==> src/rtl/usfi_pkg.sv <==
// usfi_pkg: shared constants and types of the global interrupt flag and enable logic
package usfi_pkg;

	// ------------------------------------------------------------
	// register offsets (byte addresses)
	// ------------------------------------------------------------
	localparam int ADDR_W = 12;
	localparam logic [11:0] OFS_BUS_CFG = 12'h008;
	localparam logic [11:0] OFS_FLAGS = 12'h014;
	localparam logic [11:0] OFS_ENABLE = 12'h018;
	localparam logic [11:0] OFS_HOST_FRAME = 12'h408;
	localparam logic [11:0] OFS_DEV_STATUS = 12'h808;

	// ------------------------------------------------------------
	// flag and enable bit positions
	// ------------------------------------------------------------
	localparam int BIT_ROLE = 0;
	localparam int BIT_MODE_FAULT = 1;
	localparam int BIT_OTG = 2;
	localparam int BIT_SOF = 3;
	localparam int BIT_RX_NONEMPTY = 4;
	localparam int BIT_NPTX_EMPTY = 5;
	localparam int BIT_UPPER_LO = 6;
	localparam int BIT_TX_THRESHOLD = 7;

	// ------------------------------------------------------------
	// role masks, writable masks and reset values
	// ------------------------------------------------------------
	localparam logic [31:0] HOST_ONLY_MASK = 32'h0700_0020;
	localparam logic [31:0] DEV_ONLY_MASK = 32'h201C_FCC0;
	localparam logic [31:0] EN_WRITABLE_MASK = 32'hF73C_FCFE;
	localparam logic [31:0] EN_RESET = 32'h0000_0000;
	localparam logic [31:0] CFG_WRITABLE_MASK = 32'h0000_0080;
	localparam logic [31:0] CFG_RESET = 32'h0000_0000;
	localparam logic [31:0] FLAG_W1C_MASK = 32'h0000_000A;
	localparam logic [31:0] READ_ZERO = 32'h0000_0000;

	// ------------------------------------------------------------
	// default widths
	// ------------------------------------------------------------
	localparam int FRAME_W_DEF = 11;
	localparam int RX_CNT_W_DEF = 5;
	localparam int OTG_W_DEF = 8;

	// register access classes
	typedef enum logic [1:0] {
		USFI_CLS_NONE = 2'b00,
		USFI_CLS_BOTH = 2'b01,
		USFI_CLS_HOST = 2'b11,
		USFI_CLS_DEV = 2'b10
	} usfi_cls_t;

	// bus handshake states, gray along idle -> ack -> idle
	typedef enum logic [1:0] {
		USFI_IDLE = 2'b00,
		USFI_ACK = 2'b01
	} usfi_bus_state_t;

	// one avalon request as seen by the slave
	typedef struct packed {
		logic read;
		logic write;
		logic [11:0] address;
		logic [3:0] byteenable;
		logic [31:0] writedata;
	} usfi_avs_req_t;

	// fifo and frame events from the core
	typedef struct packed {
		logic nptx_half_empty;
		logic nptx_empty;
		logic rx_nonempty;
		logic sof_event;
	} usfi_core_evt_t;

endpackage

==> src/rtl/usfi_global_irq.sv <==
// usfi_global_irq: global interrupt flags, enables and interrupt line
//
// The Avalon-MM register port was decided locally.
`timescale 1ns/1ps

// Function
// - host mode: tx fifo empty flag at half or full empty, per threshold bit
// - rx fifo non-empty flag set while at least one entry is held
// - host mode: frame start flag set before sending frame start or keep-alive
// - device mode: frame start flag set on received token; frame number readable
// - frame start flag clears on writing one; writing zero keeps it
// - otg summary flag follows the or of all otg flags
// - mode fault flag set on wrong-role register access
// - an access causing mode fault has no effect
// - bit zero reads current role: zero device, one host
// - enable register sits at 0x18 and resets to zero
// - disabled sources raise no interrupt but still set their flag
// - bit 31 gates wakeup, bit 30 gates session, both roles
// - bit 29 gates disconnect, device mode only
// - bit 28 gates id pin change in both roles
// - host only: bit 26 periodic tx empty, 25 channels, 24 port
// - bit 21 gates periodic incomplete in host, iso out incomplete in device
// - device only: bit 20 iso in incomplete, 19 out endpoints, 18 in endpoints
// - device only: bit 15 end of frame, 14 iso dropped, 13 enumeration done
// - bits 5 to 1 gate tx empty, rx non-empty, frame start, otg, mode fault
// - device only: bits 12, 11, 10, 7, 6 gate reset, suspend, early suspend, naks
module usfi_global_irq #(
	parameter int FRAME_W = usfi_pkg::FRAME_W_DEF,
	parameter int RX_CNT_W = usfi_pkg::RX_CNT_W_DEF,
	parameter int OTG_W = usfi_pkg::OTG_W_DEF
) (
	input wire logic CORE_CLK,
	input wire logic RESET,
	input wire logic [usfi_pkg::ADDR_W-1:0] AVS_ADDRESS,
	input wire logic AVS_READ,
	input wire logic AVS_WRITE,
	input wire logic [3:0] AVS_BYTEENABLE,
	input wire logic [31:0] AVS_WRITEDATA,
	output logic [31:0] AVS_READDATA,
	output logic AVS_WAITREQUEST,
	input wire logic HOST_MODE,
	input wire logic NPTX_HALF_EMPTY,
	input wire logic NPTX_EMPTY,
	input wire logic [RX_CNT_W-1:0] RX_ENTRY_COUNT,
	input wire logic SOF_EVENT,
	input wire logic [OTG_W-1:0] OTG_FLAGS,
	input wire logic [31:6] UPPER_FLAGS,
	input wire logic [FRAME_W-1:0] FRAME_NUMBER,
	output logic IRQ
);

	// ------------------------------------------------------------
	// helper functions
	// ------------------------------------------------------------

	// expand byte enables into a bit mask
	function automatic logic [31:0] be_mask(input logic [3:0] be);
		logic [31:0] m;
		m = {{8{be[3]}}, {8{be[2]}}, {8{be[1]}}, {8{be[0]}}};
		return m;
	endfunction

	// class of the register at an address
	function automatic usfi_pkg::usfi_cls_t addr_class(input logic [11:0] a);
		usfi_pkg::usfi_cls_t c;
		case (a)
			usfi_pkg::OFS_BUS_CFG: c = usfi_pkg::USFI_CLS_BOTH;
			usfi_pkg::OFS_FLAGS: c = usfi_pkg::USFI_CLS_BOTH;
			usfi_pkg::OFS_ENABLE: c = usfi_pkg::USFI_CLS_BOTH;
			usfi_pkg::OFS_HOST_FRAME: c = usfi_pkg::USFI_CLS_HOST;
			usfi_pkg::OFS_DEV_STATUS: c = usfi_pkg::USFI_CLS_DEV;
			default: c = usfi_pkg::USFI_CLS_NONE;
		endcase
		return c;
	endfunction

	// bits that belong to the role not now active
	function automatic logic [31:0] off_role_mask(input logic host);
		logic [31:0] m;
		m = host ? usfi_pkg::DEV_ONLY_MASK : usfi_pkg::HOST_ONLY_MASK;
		return m;
	endfunction

	// ------------------------------------------------------------
	// declarations
	// ------------------------------------------------------------
	usfi_pkg::usfi_avs_req_t req;
	usfi_pkg::usfi_core_evt_t evt;
	usfi_pkg::usfi_cls_t cls;
	logic req_valid;
	logic sample;
	logic commit;
	logic wrong_role;
	logic [31:0] wmask;
	logic [31:0] keep_mask;
	logic [31:0] en_ff;
	logic [31:0] nxt_en;
	logic [31:0] cfg_ff;
	logic [31:0] nxt_cfg;
	logic sof_ff;
	logic nxt_sof;
	logic mf_ff;
	logic nxt_mf;
	logic [31:0] rdata_ff;
	logic [31:0] nxt_rdata;
	logic irq_ff;
	logic nxt_irq;
	logic nptx_flag;
	logic otg_flag;
	logic [31:0] flags;
	logic [31:0] frame_word;
	logic [31:0] shared_src;
	logic [31:0] host_src;
	logic [31:0] dev_src;

	// ------------------------------------------------------------
	// input grouping
	// ------------------------------------------------------------
	assign req.read = AVS_READ;
	assign req.write = AVS_WRITE;
	assign req.address = AVS_ADDRESS;
	assign req.byteenable = AVS_BYTEENABLE;
	assign req.writedata = AVS_WRITEDATA;
	assign evt.nptx_half_empty = NPTX_HALF_EMPTY;
	assign evt.nptx_empty = NPTX_EMPTY;
	assign evt.rx_nonempty = (RX_ENTRY_COUNT != '0);
	assign evt.sof_event = SOF_EVENT;
	assign req_valid = req.read | req.write;

	// ------------------------------------------------------------
	// bus handshake
	// ------------------------------------------------------------
	// one wait state; the write lands on the edge the master sees ready
	usfi_avs_handshake u_hs (
		.clk(CORE_CLK),
		.rst(RESET),
		.req_valid(req_valid),
		.sample(sample),
		.commit(commit),
		.waitrequest(AVS_WAITREQUEST)
	);

	// ------------------------------------------------------------
	// address decode and role check
	// ------------------------------------------------------------
	// wrong-role access detect
	always_comb begin
		cls = addr_class(req.address);
		wrong_role = 1'b0;
		if (cls == usfi_pkg::USFI_CLS_HOST && !HOST_MODE) begin
			wrong_role = 1'b1;
		end
		if (cls == usfi_pkg::USFI_CLS_DEV && HOST_MODE) begin
			wrong_role = 1'b1;
		end
	end

	// bits a write may touch: enabled byte lanes only
	assign wmask = be_mask(req.byteenable);

	assign keep_mask = off_role_mask(HOST_MODE);

	// ------------------------------------------------------------
	// live status flags
	// ------------------------------------------------------------
	// level flags follow their sources, so no clear is needed
	always_comb begin
		// threshold picks half or full empty
		if (cfg_ff[usfi_pkg::BIT_TX_THRESHOLD]) begin
			nptx_flag = HOST_MODE & evt.nptx_empty;
		end else begin
			nptx_flag = HOST_MODE & (evt.nptx_half_empty | evt.nptx_empty);
		end
		otg_flag = |OTG_FLAGS;
	end

	// assemble the flag word seen by software and the interrupt
	always_comb begin
		flags = '0;
		// upper flags come from elsewhere; mask off the idle role
		flags[31:6] = UPPER_FLAGS & ~keep_mask[31:6];
		flags[usfi_pkg::BIT_NPTX_EMPTY] = nptx_flag;
		flags[usfi_pkg::BIT_RX_NONEMPTY] = evt.rx_nonempty;
		flags[usfi_pkg::BIT_SOF] = sof_ff;
		flags[usfi_pkg::BIT_OTG] = otg_flag;
		flags[usfi_pkg::BIT_MODE_FAULT] = mf_ff;
		flags[usfi_pkg::BIT_ROLE] = HOST_MODE;
	end

	// frame number as shown in the role status registers
	always_comb begin
		frame_word = '0;
		frame_word[FRAME_W-1:0] = FRAME_NUMBER;
	end

	// ------------------------------------------------------------
	// sticky flags
	// ------------------------------------------------------------
	// set wins over a same-cycle clear so no frame start is lost
	always_comb begin
		nxt_sof = sof_ff;
		nxt_mf = mf_ff;
		if (commit && req.write && cls == usfi_pkg::USFI_CLS_BOTH &&
			req.address == usfi_pkg::OFS_FLAGS) begin
			if (wmask[usfi_pkg::BIT_SOF] && req.writedata[usfi_pkg::BIT_SOF]) begin
				nxt_sof = 1'b0;
			end
			if (wmask[usfi_pkg::BIT_MODE_FAULT] && req.writedata[usfi_pkg::BIT_MODE_FAULT]) begin
				nxt_mf = 1'b0;
			end
		end
		// frame start in either role: host frame about to go out or device token received
		if (evt.sof_event) begin
			nxt_sof = 1'b1;
		end
		if (commit && wrong_role) begin
			nxt_mf = 1'b1;
		end
	end

	// ------------------------------------------------------------
	// enable and configuration registers
	// ------------------------------------------------------------
	always_comb begin
		nxt_en = en_ff;
		nxt_cfg = cfg_ff;
		if (commit && req.write && !wrong_role) begin
			if (req.address == usfi_pkg::OFS_ENABLE) begin
				// other-role enables stay as they were
				nxt_en = (en_ff & ~(wmask & usfi_pkg::EN_WRITABLE_MASK & ~keep_mask)) |
					(req.writedata & wmask & usfi_pkg::EN_WRITABLE_MASK & ~keep_mask);
			end
			if (req.address == usfi_pkg::OFS_BUS_CFG) begin
				nxt_cfg = (cfg_ff & ~(wmask & usfi_pkg::CFG_WRITABLE_MASK)) |
					(req.writedata & wmask & usfi_pkg::CFG_WRITABLE_MASK);
			end
		end
	end

	// ------------------------------------------------------------
	// read data
	// ------------------------------------------------------------
	// captured one edge ahead so data stands when waitrequest drops
	always_comb begin
		nxt_rdata = rdata_ff;
		if (sample) begin
			nxt_rdata = usfi_pkg::READ_ZERO;
			if (req.read && !wrong_role) begin
				case (req.address)
					usfi_pkg::OFS_BUS_CFG: nxt_rdata = cfg_ff;
					usfi_pkg::OFS_FLAGS: nxt_rdata = flags;
					usfi_pkg::OFS_ENABLE: nxt_rdata = en_ff;
					usfi_pkg::OFS_HOST_FRAME: nxt_rdata = frame_word;
					usfi_pkg::OFS_DEV_STATUS: nxt_rdata = frame_word;
					default: nxt_rdata = usfi_pkg::READ_ZERO;
				endcase
			end
		end
	end

	// ------------------------------------------------------------
	// interrupt line
	// ------------------------------------------------------------
	// role bit 0 is no source, and bit 0 of the enable is reserved
	// sources split by role so a role change gates them at once
	always_comb begin
		// wakeup and session gates in both roles
		// id pin change gate in both roles
		// bit 21 meaning follows the role, one gate serves both
		shared_src = flags & en_ff & usfi_pkg::EN_WRITABLE_MASK &
			~usfi_pkg::HOST_ONLY_MASK & ~usfi_pkg::DEV_ONLY_MASK;
		// low flag gates, tx empty counted in host mode only
		host_src = flags & en_ff & usfi_pkg::HOST_ONLY_MASK & {32{HOST_MODE}};
		dev_src = flags & en_ff & usfi_pkg::DEV_ONLY_MASK & {32{!HOST_MODE}};
	end

	// the line is the or of every gated source
	always_comb begin
		// flags stay set, only the line is gated
		nxt_irq = |(shared_src | host_src | dev_src);
	end

	// ------------------------------------------------------------
	// state registers
	// ------------------------------------------------------------
	// sticky flags start clear so no stale fault follows reset
	always_ff @(posedge CORE_CLK) begin
		if (RESET) begin
			sof_ff <= 1'b0;
			mf_ff <= 1'b0;
		end else begin
			sof_ff <= nxt_sof;
			mf_ff <= nxt_mf;
		end
	end

	always_ff @(posedge CORE_CLK) begin
		if (RESET) begin
			en_ff <= usfi_pkg::EN_RESET;
			cfg_ff <= usfi_pkg::CFG_RESET;
		end else begin
			en_ff <= nxt_en;
			cfg_ff <= nxt_cfg;
		end
	end

	// read data rests at zero until the first access
	always_ff @(posedge CORE_CLK) begin
		if (RESET) begin
			rdata_ff <= usfi_pkg::READ_ZERO;
		end else begin
			rdata_ff <= nxt_rdata;
		end
	end

	// interrupt line stays quiet through reset
	always_ff @(posedge CORE_CLK) begin
		if (RESET) begin
			irq_ff <= 1'b0;
		end else begin
			irq_ff <= nxt_irq;
		end
	end

	// ------------------------------------------------------------
	// outputs
	// ------------------------------------------------------------
	assign AVS_READDATA = rdata_ff;
	assign IRQ = irq_ff; // one cycle behind the flags it reflects

endmodule

==> src/rtl/usfi_avs_handshake.sv <==
// usfi_avs_handshake: avalon waitrequest sequencing for one access at a time
`timescale 1ns/1ps
module usfi_avs_handshake (
	input wire logic clk,
	input wire logic rst,
	input wire logic req_valid,
	output logic sample,
	output logic commit,
	output logic waitrequest
);

	usfi_pkg::usfi_bus_state_t state_ff;
	usfi_pkg::usfi_bus_state_t nxt_state;
	logic wait_ff;
	logic nxt_wait;

	// ------------------------------------------------------------
	// next state
	// ------------------------------------------------------------
	// one wait cycle: data is captured in idle, the access lands in ack
	always_comb begin
		nxt_state = state_ff;
		nxt_wait = 1'b1;
		sample = 1'b0;
		commit = 1'b0;
		case (state_ff)
			usfi_pkg::USFI_IDLE: begin
				if (req_valid) begin
					sample = 1'b1;
					nxt_state = usfi_pkg::USFI_ACK;
					nxt_wait = 1'b0;
				end
			end
			usfi_pkg::USFI_ACK: begin
				commit = req_valid; // master samples waitrequest low here
				nxt_state = usfi_pkg::USFI_IDLE;
			end
			default: begin
				nxt_state = usfi_pkg::USFI_IDLE;
			end
		endcase
	end

	// waitrequest rests high so no access slips through unobserved
	always_ff @(posedge clk) begin
		if (rst) begin
			state_ff <= usfi_pkg::USFI_IDLE;
			wait_ff <= 1'b1;
		end else begin
			state_ff <= nxt_state;
			wait_ff <= nxt_wait;
		end
	end

	assign waitrequest = wait_ff;

endmodule

==> config.mk <==
export PLATFORM = sky130hd
export DESIGN_NAME = usfi_global_irq
export DESIGN_NICKNAME = d
export VERILOG_FILES = /design/src/rtl/usfi_pkg.sv /design/src/rtl/usfi_global_irq.sv /design/src/rtl/usfi_avs_handshake.sv
export SDC_FILE = /design/constraint.sdc
export NUM_CORES = 1
export LEC_CHECK = 0
export ABC_AREA = 1
export CORE_MARGIN = 2
export CORE_UTILIZATION = 50
export DETAILED_ROUTE_END_ITERATION = 8
export DONT_BUFFER_PORTS = 1
export HOLD_SLACK_MARGIN = 0.06
export PLACE_DENSITY = 0.74
export SLEW_MARGIN = 20
export SYNTH_ARGS = -nofsm -noshare
export SYNTH_HDL_FRONTEND = slang
export SYNTH_SLANG_ARGS = --single-unit
==> constraint.sdc <==
create_clock -name CORE_CLK -period 1.4 [get_ports CORE_CLK]
set_input_delay 0.07 -clock CORE_CLK [delete_from_list [all_inputs] [get_ports CORE_CLK]]
set_output_delay 0.07 -clock CORE_CLK [all_outputs]
set_load 0.01 [all_outputs]
==> results of run 1 <==
## what timing repair did
action | 4_1_cts | 5_1_grt
setup endpoints to repair | 23 | 39
hold buffers | 70 | 0
pin swaps | 0 | 2
endpoints found under the hold margin | 62 | 0
resized for setup | 3 | 7
## cell type report
type / count / area [µm²] / area share
inverter: 47 / 176 / 0.0385
timing repair buffer: 93 / 953 / 0.208
clock inverter: 6 / 85.1 / 0.0186
sequential: 62 / 1240 / 0.271
clock buffer: 10 / 138 / 0.0300
multi-input combinational: 393 / 1890 / 0.412
tap: 80 / 100 / 0.0219
## report_power, final
group / internal, mW / switching (mW)
clock: 1.04 / 0.738
sequential: 1.77 / 0.00396
combinational: 0.195 / 0.224
## through the flow
| step | setup slack [ns] | hold WS (ns) | power [mW] | cells |
|---|---|---|---|---|
| floorplan | 0.0527 | 0.204 | 2.00 | 531 |
| global placement | -0.179 | 0.139 | 2.01 | 605 |
| detailed placement | -0.248 | 0.139 | 2.02 | 605 |
| CTS | 0.0285 | 0.0667 | 3.96 | 691 |
| global route | 0.00127 | 0.0853 | 4.08 | 691 |
| finish | 0.0378 | 0.0681 | 3.97 | 691 |
## cell families after synthesis
| family | synth area share |
|---|---|
| flops | 0.358 |
| buf+inv | 0.105 |
| simple gates | 0.411 |
| compound gates | 0.126 |
## metal layers
metal,global-route usage,wire length [µm],share of wire,up-vias
li1,-,-,-,1869
met2,0.505,5540,0.48,209
met3,0.0891,1020,0.089,37
met4,0.116,377,0.033,0
met5,0,0,0,-
met1,0.367,4510,0.39,1771
## worst reg2reg max path, cell delays in order, from the launching register on
cell     delay (ns)
dfxtp_1        0.31
inv_1          0.06
a21oi_2        0.16
nand2_2        0.13
nor2_4         0.12
nand3_1        0.11
buf_6          0.16
nor2_1         0.12
nor2_1         0.07
## final timing paths
kind,end,slack [ns],cells past startpoint
max,en_ff[10]$_SDFFE_PP0P_,0.04,8
min,AVS_READDATA[13]$_SDFFE_PP0P_,0.07,4
max reg2reg,en_ff[10]$_SDFFE_PP0P_,0.04,8
min reg2reg,en_ff[24]$_SDFFE_PP0P_,0.48,2
## cells in the final DEF (no fill, tap or decap), types with 3 or more instances in the layout
cell type,count
nor2_4,5
buf_12,6
nand2_1,156
o22ai_1,5
dlygate4sd3_1,69
buf_4,16
nand3_1,70
nand2_4,4
nand2_2,12
nand4_1,11
inv_1,44
a21oi_2,11
inv_2,3
dfxtp_1,62
nor2_1,50
o21ai_0,19
clkbuf_8,10
a21oi_1,38
## synth_stat cells (all sizes together)
library cell,instances
nand2,172
nand3,71
dfxtp,62
nor2,57
a21oi,49
inv,46
o21ai,20
buf,14
clkbuf,14
nand4,11
o22ai,5
nor3,3
a22o,1
a31oi,1
clkinv,1
dlygate4sd1,1
nand3b,1
o2111ai,1
or2,1
==> flow_metrics.tcl, run 1 <==
set metrics [dict create \
    status "complete, no violations" \
    startpoint_type "register" \
    routed_wl_um 11400 \
    seq_area_frac_synth 0.358 \
    path_cells "inv_1, a21oi_2, nand2_2, nor2_4, nand3_1, buf_6, nor2_1, nor2_1" \
    dpl_cell_area_mm2 0.00362 \
    critPathCaptureType "register" \
    crit_family "simple AND/OR/NAND/NOR gates" \
    synth_cell_types 31 \
    ir_worst_vdd_mv 0.690 \
    grt_max_degree 48 \
    hold_viol_final 0 \
    fin_crit_sh 0.973 \
    gp_congestion 0.891 \
    num-fill-cells 549 \
    path_max_fanout 12 \
    cts.clk_slew.worst_paths_ns 0.07 \
    cts_max_level 3 \
    first_pass_iters 5 \
    synthesis.instances 531 \
    grt_pass1_vias 3710 \
    r2r-start "u_hs.state_ff[0]$_SDFFE_PP0N_" \
    fmax_mhz 734 \
    rows 30 \
    numClockSinks 62 \
    grt_antenna_before_repair 0 \
    crit_type "register to register" \
    cts_buffers 9 \
    design_area_mm2 0.00458 \
    port_buffers 0 \
    postCtsSetupBuffers 0 \
    cts_root_buffer "clkbuf_8" \
    rsz0062_at_grt "false" \
    routedWlPerCell_um 16.6 \
    ys_seq_elements 62 \
    max-cap-violations 0 \
    synth_top_area_share 0.358 \
    period_needed_ns 1.36 \
    clk_latency_ns 0.35 \
    slowest_delay_ns 0.31 \
    hold_class "primary input to register" \
    grt-ovfl-total 0 \
    routed_via_density 5.62 \
    core_mm2 0.00676 \
    die_h_um 87.3 \
    syn_avg_cell_area_um2 6.53 \
    grt_pass1_wl_um 17800 \
    io_pins 140 \
    cpMaxStageDelayCell "dfxtp_1" \
    vias 3886 \
    antenna_cells 0 \
    synth_nets 637 \
    clock_skew_ns 0.00752 \
    startpoint "u_hs.state_ff[0]$_SDFFE_PP0N_" \
    ys_warn_count 0 \
    yosys.area.top_type "dfxtp_1" \
    setup_viol 0 \
    slew_headroom 0.616 \
    arrival_ns 1.61 \
    drive_gt1_frac 0.133 \
    syn_to_final_growth_pct 32.1 \
    synth_top_cells_by_area "dfxtp_1, nand2_1, nand3_1" \
    cp.required_ns 1.65 \
    syn-cell-area_mm2 0.00347 \
    post-route-util 0.678 \
    ant_nets 0 \
    drc_errors 0 \
    die_w_um 87.3 \
    drt-initial-drc-count 364 \
    nets 712 \
    p_leak_nw 1.88 \
    cpMostUsedCell "nor2_1" \
    place.detailed.hpwl_um 7480 \
    path_buf_inv 2 \
    die_area_mm2 0.00762 \
    clk_path_buf_depth 2 \
    p_per_area_mw_per_mm2 867 \
    hp-start "UPPER_FLAGS[13]" \
    start_util 0.513 \
    cts_tree "yes" \
    grt.total_usage 0.303 \
    final_max_slew_viol_count 0 \
    tns_ns 0 \
    worst_slew_pin_slew_ns 0.575 \
]
Note: power is estimated with default switching activity, not from simulation.
==> run 2: changes to the inputs <==
CORE_MARGIN = unset   (was 2)
GPL_TIMING_DRIVEN = 0   (was unset)
==> run 2 against run 1 <==
  * The flow now finishes with violations (negative setup slack)
  * Die area fell by 4.5%
  * Via count is 0.41% higher
  * Worst setup slack worse by 0.094 ns
  * Critical path type unchanged
  * Largest power group is now registers
  * Clock power is 11% lower
  * Critical path depth increased by 1
==> flow_metrics.tcl, run 2 (synthesis gave the netlist of run 1 again) <==
set metrics [dict create \
    clk_path_buf_depth 2 \
    cts_tree "yes" \
    place.detailed.hpwl_um 7770 \
    antenna_cells 0 \
    mostFrequentLayoutCell "nand2_1" \
    register_area_mm2 0.00124 \
    cts_root_buffer "clkbuf_8" \
    die_w_um 85.3 \
    clock_skew_ns 0.00713 \
    io_pins 140 \
    gp_congestion 0.917 \
    cts_max_level 3 \
    numClockSinks 62 \
    core_mm2 0.00653 \
    fmax_mhz 687 \
    ir_worst_vdd_mv 0.646 \
    clk_latency_ns 0.35 \
    final_max_slew_viol_count 0 \
    final-instance-count-excl-fill 686 \
    rsz0062_at_grt "true" \
    cpMaxStageDelayCell "dfxtp_2" \
    path_cells "inv_2, a21oi_2, nand2_2, nor2_4, buf_6, nand2_4, buf_12, nand2_2, a21oi_2" \
    port_buffers 0 \
    drc_errors 0 \
    num-fill-cells 575 \
    grt_pass1_vias 3732 \
    max-cap-violations 0 \
    holdWs_ns 0.0548 \
    die_h_um 85.3 \
    rows 29 \
    first_pass_iters 5 \
    period_needed_ns 1.46 \
    grt-ovfl-total 0 \
    mostFrequentLayoutCells "nand2_1, nand3_1, dfxtp_1, dlygate4sd3_1, nor2_1" \
    syn_to_final_growth_pct 28.3 \
    grt_max_degree 12 \
    routedWlPerCell_um 16.4 \
    nets 710 \
    status "complete, but fails checks" \
    crit_type "register to register" \
    cts_buffers 9 \
    cp.required_ns 1.60 \
    slowest_delay_ns 0.34 \
    die_area_mm2 0.00727 \
    setup_viol 13 \
    violations "negative setup slack" \
    arrival_ns 1.66 \
    grt_antenna_before_repair 0 \
    grt_pass1_wl_um 17400 \
    drive_gt1_frac 0.141 \
    fin_crit_sh 1.04 \
    ant_nets 0 \
    worst_slew_pin_slew_ns 0.802 \
    tns_ns -0.360 \
    p_leak_nw 1.83 \
    routed_via_density 5.69 \
    grt.total_usage 0.309 \
    worst_slack_ns -0.0559 \
    startpoint_type "register" \
    path_max_fanout 10 \
    hold_class "primary input to register" \
    multiInputGateArea_mm2 0.00191 \
    p_per_area_mw_per_mm2 848 \
    post-route-util 0.681 \
    placed_cells 608 \
    hold_viol_final 0 \
    routed_wl_um 11300 \
    vias 3902 \
    critPathCaptureType "register" \
    cts.clk_slew.worst_paths_ns 0.07 \
    slew_headroom 0.465 \
    drt-initial-drc-count 422 \
    start_util 0.531 \
]
run 2: cell count changes in the layout (fill, tap and decap cells not counted), moves of 3 or more:
cell           before  now
clkbuf_1            0    8
buf_2               0    7
nand2_1           156  153
clkbuf_2            0    3
nand2_2            12   15
buf_4              16    4
buf_12              6    3
dlygate4sd3_1      69   58
run 2: power breakdown:
part           total (mW)  switching (mW)  internal [mW]
logic               0.426           0.243          0.183
clock network        1.58           0.760          0.815
registers            1.77         0.00525           1.77
run 2: final cells by class:
type                            instances  share of cell area
Buffer                                 29              0.0450
Clock buffer                           10              0.0287
Clock inverter                          6              0.0141
Inverter                               47              0.0402
Multi-Input combinational cell        393               0.428
Sequential cell                        62               0.279
Tap cell                               77              0.0216
Timing Repair Buffer                   62               0.143
run 2: worst max-delay path, delay by kind of cell (launching register included):
| family | cells | cell delay (ns) |
|---|---|---|
| DFF | 1 | 0.34 |
| AOI/OAI and AO/OA | 2 | 0.19 |
| buffers and inverters | 3 | 0.35 |
| and+or+nand+nor | 4 | 0.42 |
run 2: through the flow:
| stage | cell area [µm²] | power [mW] | setup slack, ns |
|---|---|---|---|
| 3_3_place_gp | 3560 | 2.06 | -0.213 |
| 2_1_floorplan | 3470 | 2.00 | 0.0527 |
| 3_5_place_dp | 3560 | 2.06 | -0.275 |
| 5_1_grt | 4450 | 3.89 | -0.0820 |
| 6_report | 4450 | 3.78 | -0.0559 |
| 4_1_cts | 4390 | 3.75 | 0.00725 |
run 2: path summary, 6_finish.rpt:
| kind | start | slack (ns) | to | depth (start not counted) |
|---|---|---|---|---|
| worst min register to register | en_ff[24]$_SDFFE_PP0P_ | 0.47 | en_ff[24]$_SDFFE_PP0P_ | 2 |
| worst max-delay path | u_hs.state_ff[0]$_SDFFE_PP0N_ | -0.06 | en_ff[18]$_SDFFE_PP0P_ | 9 |
| worst max register to register | u_hs.state_ff[0]$_SDFFE_PP0N_ | -0.06 | en_ff[18]$_SDFFE_PP0P_ | 9 |
| worst min-delay path | UPPER_FLAGS[13] | 0.05 | AVS_READDATA[13]$_SDFFE_PP0P_ | 4 |
run 2: timing repair:
item	in CTS	in global routing
resized for setup	9	19
gates cloned	0	0
endpoints found under the hold margin	56	0
pin swaps	2	5
hold buffers	58	0
endpoints found under the setup margin	57	56
setup buffers	2	2
run 2: per-layer routing:
layer / wire [µm] / vias up / part of all wire / global-route usage
met5: 0 / - / 0 / 0
met4: 363 / 0 / 0.032 / 0.121
met3: 1040 / 37 / 0.093 / 0.0778
met2: 5380 / 217 / 0.48 / 0.534
met1: 4460 / 1784 / 0.40 / 0.370
li1: - / 1864 / - / -
==> run 3: changes to the inputs <==
PLACE_DENSITY = 0.71   (was 0.74)
clock period = 1.6 ns   (was 1.4 ns; I/O delays follow)
==> run 3 against run 2 <==
  * The run now ends clean
  * Register-to-register slack better by 0.17 ns
  * Sequential cell count stayed put
  * Global-route usage is 1.4 points lower
  * Core utilization is 2.0 points lower
  * Wire length is 5.9% lower
  * Die area stayed put
  * Clock power is 9% lower
  * Critical path type unchanged
  * Critical endpoint is now en_ff[5]$_SDFFE_PP0P_
==> flow_metrics.tcl, run 3 (synthesis gave the netlist of run 1 again) <==
set metrics [dict create \
    ir_worst_vdd_mv 0.596 \
    timing.rr.end "en_ff[5]$_SDFFE_PP0P_" \
    nets 700 \
    grt_pass1_wl_um 16600 \
    antenna_cells 0 \
    reg2reg_depth 9 \
    cts.clk_slew.worst_paths_ns 0.07 \
    cts_tree "yes" \
    mostFrequentLayoutCell "nand2_1" \
    io_pins 140 \
    setup_viol 0 \
    critPathCapture "en_ff[5]$_SDFFE_PP0P_" \
    drt-initial-drc-count 220 \
    routed_via_density 5.63 \
    slew_headroom 0.497 \
    rows 29 \
    clk_latency_ns 0.34 \
    drc_errors 0 \
    grt_max_degree 13 \
    crit_type "register to register" \
    numClockSinks 62 \
    startpoint_type "register" \
    cts_buffers 9 \
    clock_skew_ns 0.00493 \
    routed_wl_um 10600 \
    startpoint "u_hs.state_ff[0]$_SDFFE_PP0N_" \
    rsz0062_at_grt "false" \
    fmax_mhz 674 \
    r2r-start "u_hs.state_ff[0]$_SDFFE_PP0N_" \
    postCtsSetupBuffers 0 \
    slowest_delay_ns 0.32 \
    cts_max_level 3 \
    vias 3805 \
    hold_viol_final 0 \
    period_needed_ns 1.48 \
    design_area_mm2 0.00432 \
    worst_slew_pin_slew_ns 0.754 \
    routedWlPerCell_um 15.7 \
    first_pass_iters 7 \
    cp.required_ns 1.80 \
    reg2reg_slack_ns 0.12 \
    cpMaxStageDelayCell "dfxtp_1" \
    grt_pass1_vias 3599 \
    holdWs_ns 0.0320 \
    start_util 0.531 \
    syn_to_final_growth_pct 24.6 \
    gp_congestion 0.878 \
    final_max_slew_viol_count 0 \
    grt-ovfl-total 0 \
    fin_crit_sh 0.928 \
    grt_antenna_before_repair 0 \
    path_cells "inv_1, a21oi_2, nand2_2, nor2_4, buf_6, nand2_4, buf_12, nand2_2, a21oi_2" \
    die_w_um 85.3 \
    hold_class "primary input to register" \
    core_mm2 0.00653 \
    ant_nets 0 \
    dpl_cell_area_mm2 0.00356 \
    p_leak_nw 1.77 \
    path_max_fanout 10 \
    die_area_mm2 0.00727 \
    port_buffers 0 \
    drive_gt1_frac 0.125 \
    p_per_area_mw_per_mm2 771 \
    die_h_um 85.3 \
    arrival_ns 1.68 \
    mostFrequentLayoutCells "nand2_1, nand3_1, dfxtp_1, dlygate4sd3_1, nor2_1" \
    grt.total_usage 0.296 \
    max-cap-violations 0 \
    clk_path_buf_depth 2 \
    critPathCaptureType "register" \
    status "complete, no violations" \
    place.detailed.hpwl_um 7630 \
    cts_root_buffer "clkbuf_8" \
    tns_ns 0 \
]
-- run 3: changes by cell type in the layout (fill, tap and decap cells not counted), sizes merged --
cell,delta
clkbuf,+2
buf,-6
dlygate4sd3,-6
-- run 3: through the flow --
step | cells | worst slack (ns) | power, mW | util
floorplan | 531 | 0.253 | 1.75 | -
finish | 676 | 0.115 | 3.33 | 0.662
CTS | 676 | 0.0114 | 3.33 | 0.658
global placement | 608 | -0.0570 | 1.80 | 0.546
detailed placement | 608 | -0.0928 | 1.80 | 0.546
global route | 676 | 0.0415 | 3.43 | 0.662
-- run 3: report_power, final --
part | internal (mW) | total (mW) | switching [mW]
Sequential | 1.55 | 1.55 | 0.00372
Combinational | 0.140 | 0.340 | 0.199
Clock | 0.769 | 1.44 | 0.672
Total | 2.46 | 3.33 | 0.875
-- run 3: critical path: cells and delay by family (launching register included) --
family,cells,cell delay (ns)
compound gates,2,0.22
buf+inv,3,0.37
flops,1,0.32
simple gates,4,0.43
-- run 3: per-layer routing --
layer  routed length (µm)  part of all wire  GRT usage  vias to the layer above
li1                     -                 -          -                     1846
met1                 4370              0.41      0.355                     1735
met2                 5020              0.47      0.513                      201
met3                  955             0.090     0.0739                       23
met4                  245             0.023      0.105                        0
met5                    0                 0          0                        -
-- run 3: final cells by class --
type / count / area, µm²
plain buffers: 29 / 190
clock buffers: 10 / 138
clock inverters: 6 / 70.1
fillers: 598 / 2210
inverters: 47 / 178
multi-input cells: 393 / 1890
flip-flops and latches: 62 / 1240
well taps: 77 / 96.3
repair buffers: 52 / 520
-- run 3: timing repair --
| action | in CTS | in global routing |
|---|---|---|
| hold endpoints to repair | 52 | 0 |
| hold buffers | 52 | 0 |
| pin swaps | 0 | 0 |
| endpoints found under the setup margin | 20 | 36 |
| gates resized for setup | 3 | 8 |
-- run 3: how the worst min path moves through the flow --
stage,start,endpoint,slack (ns),cells past startpoint
3_5_place_dp,AVS_WRITEDATA[15],en_ff[15]$_SDFFE_PP0P_,0.22,2
4_1_cts,AVS_WRITE,mf_ff$_SDFFE_PP0P_,0.02,3
5_1_grt,AVS_WRITE,sof_ff$_SDFFE_PP0P_,0.07,3
6_report,AVS_WRITE,mf_ff$_SDFFE_PP0P_,0.03,3
3_3_place_gp,AVS_WRITEDATA[1],register,0.22,2
2_1_floorplan,SOF_EVENT,sof_ff$_SDFFE_PP0P_,0.21,2
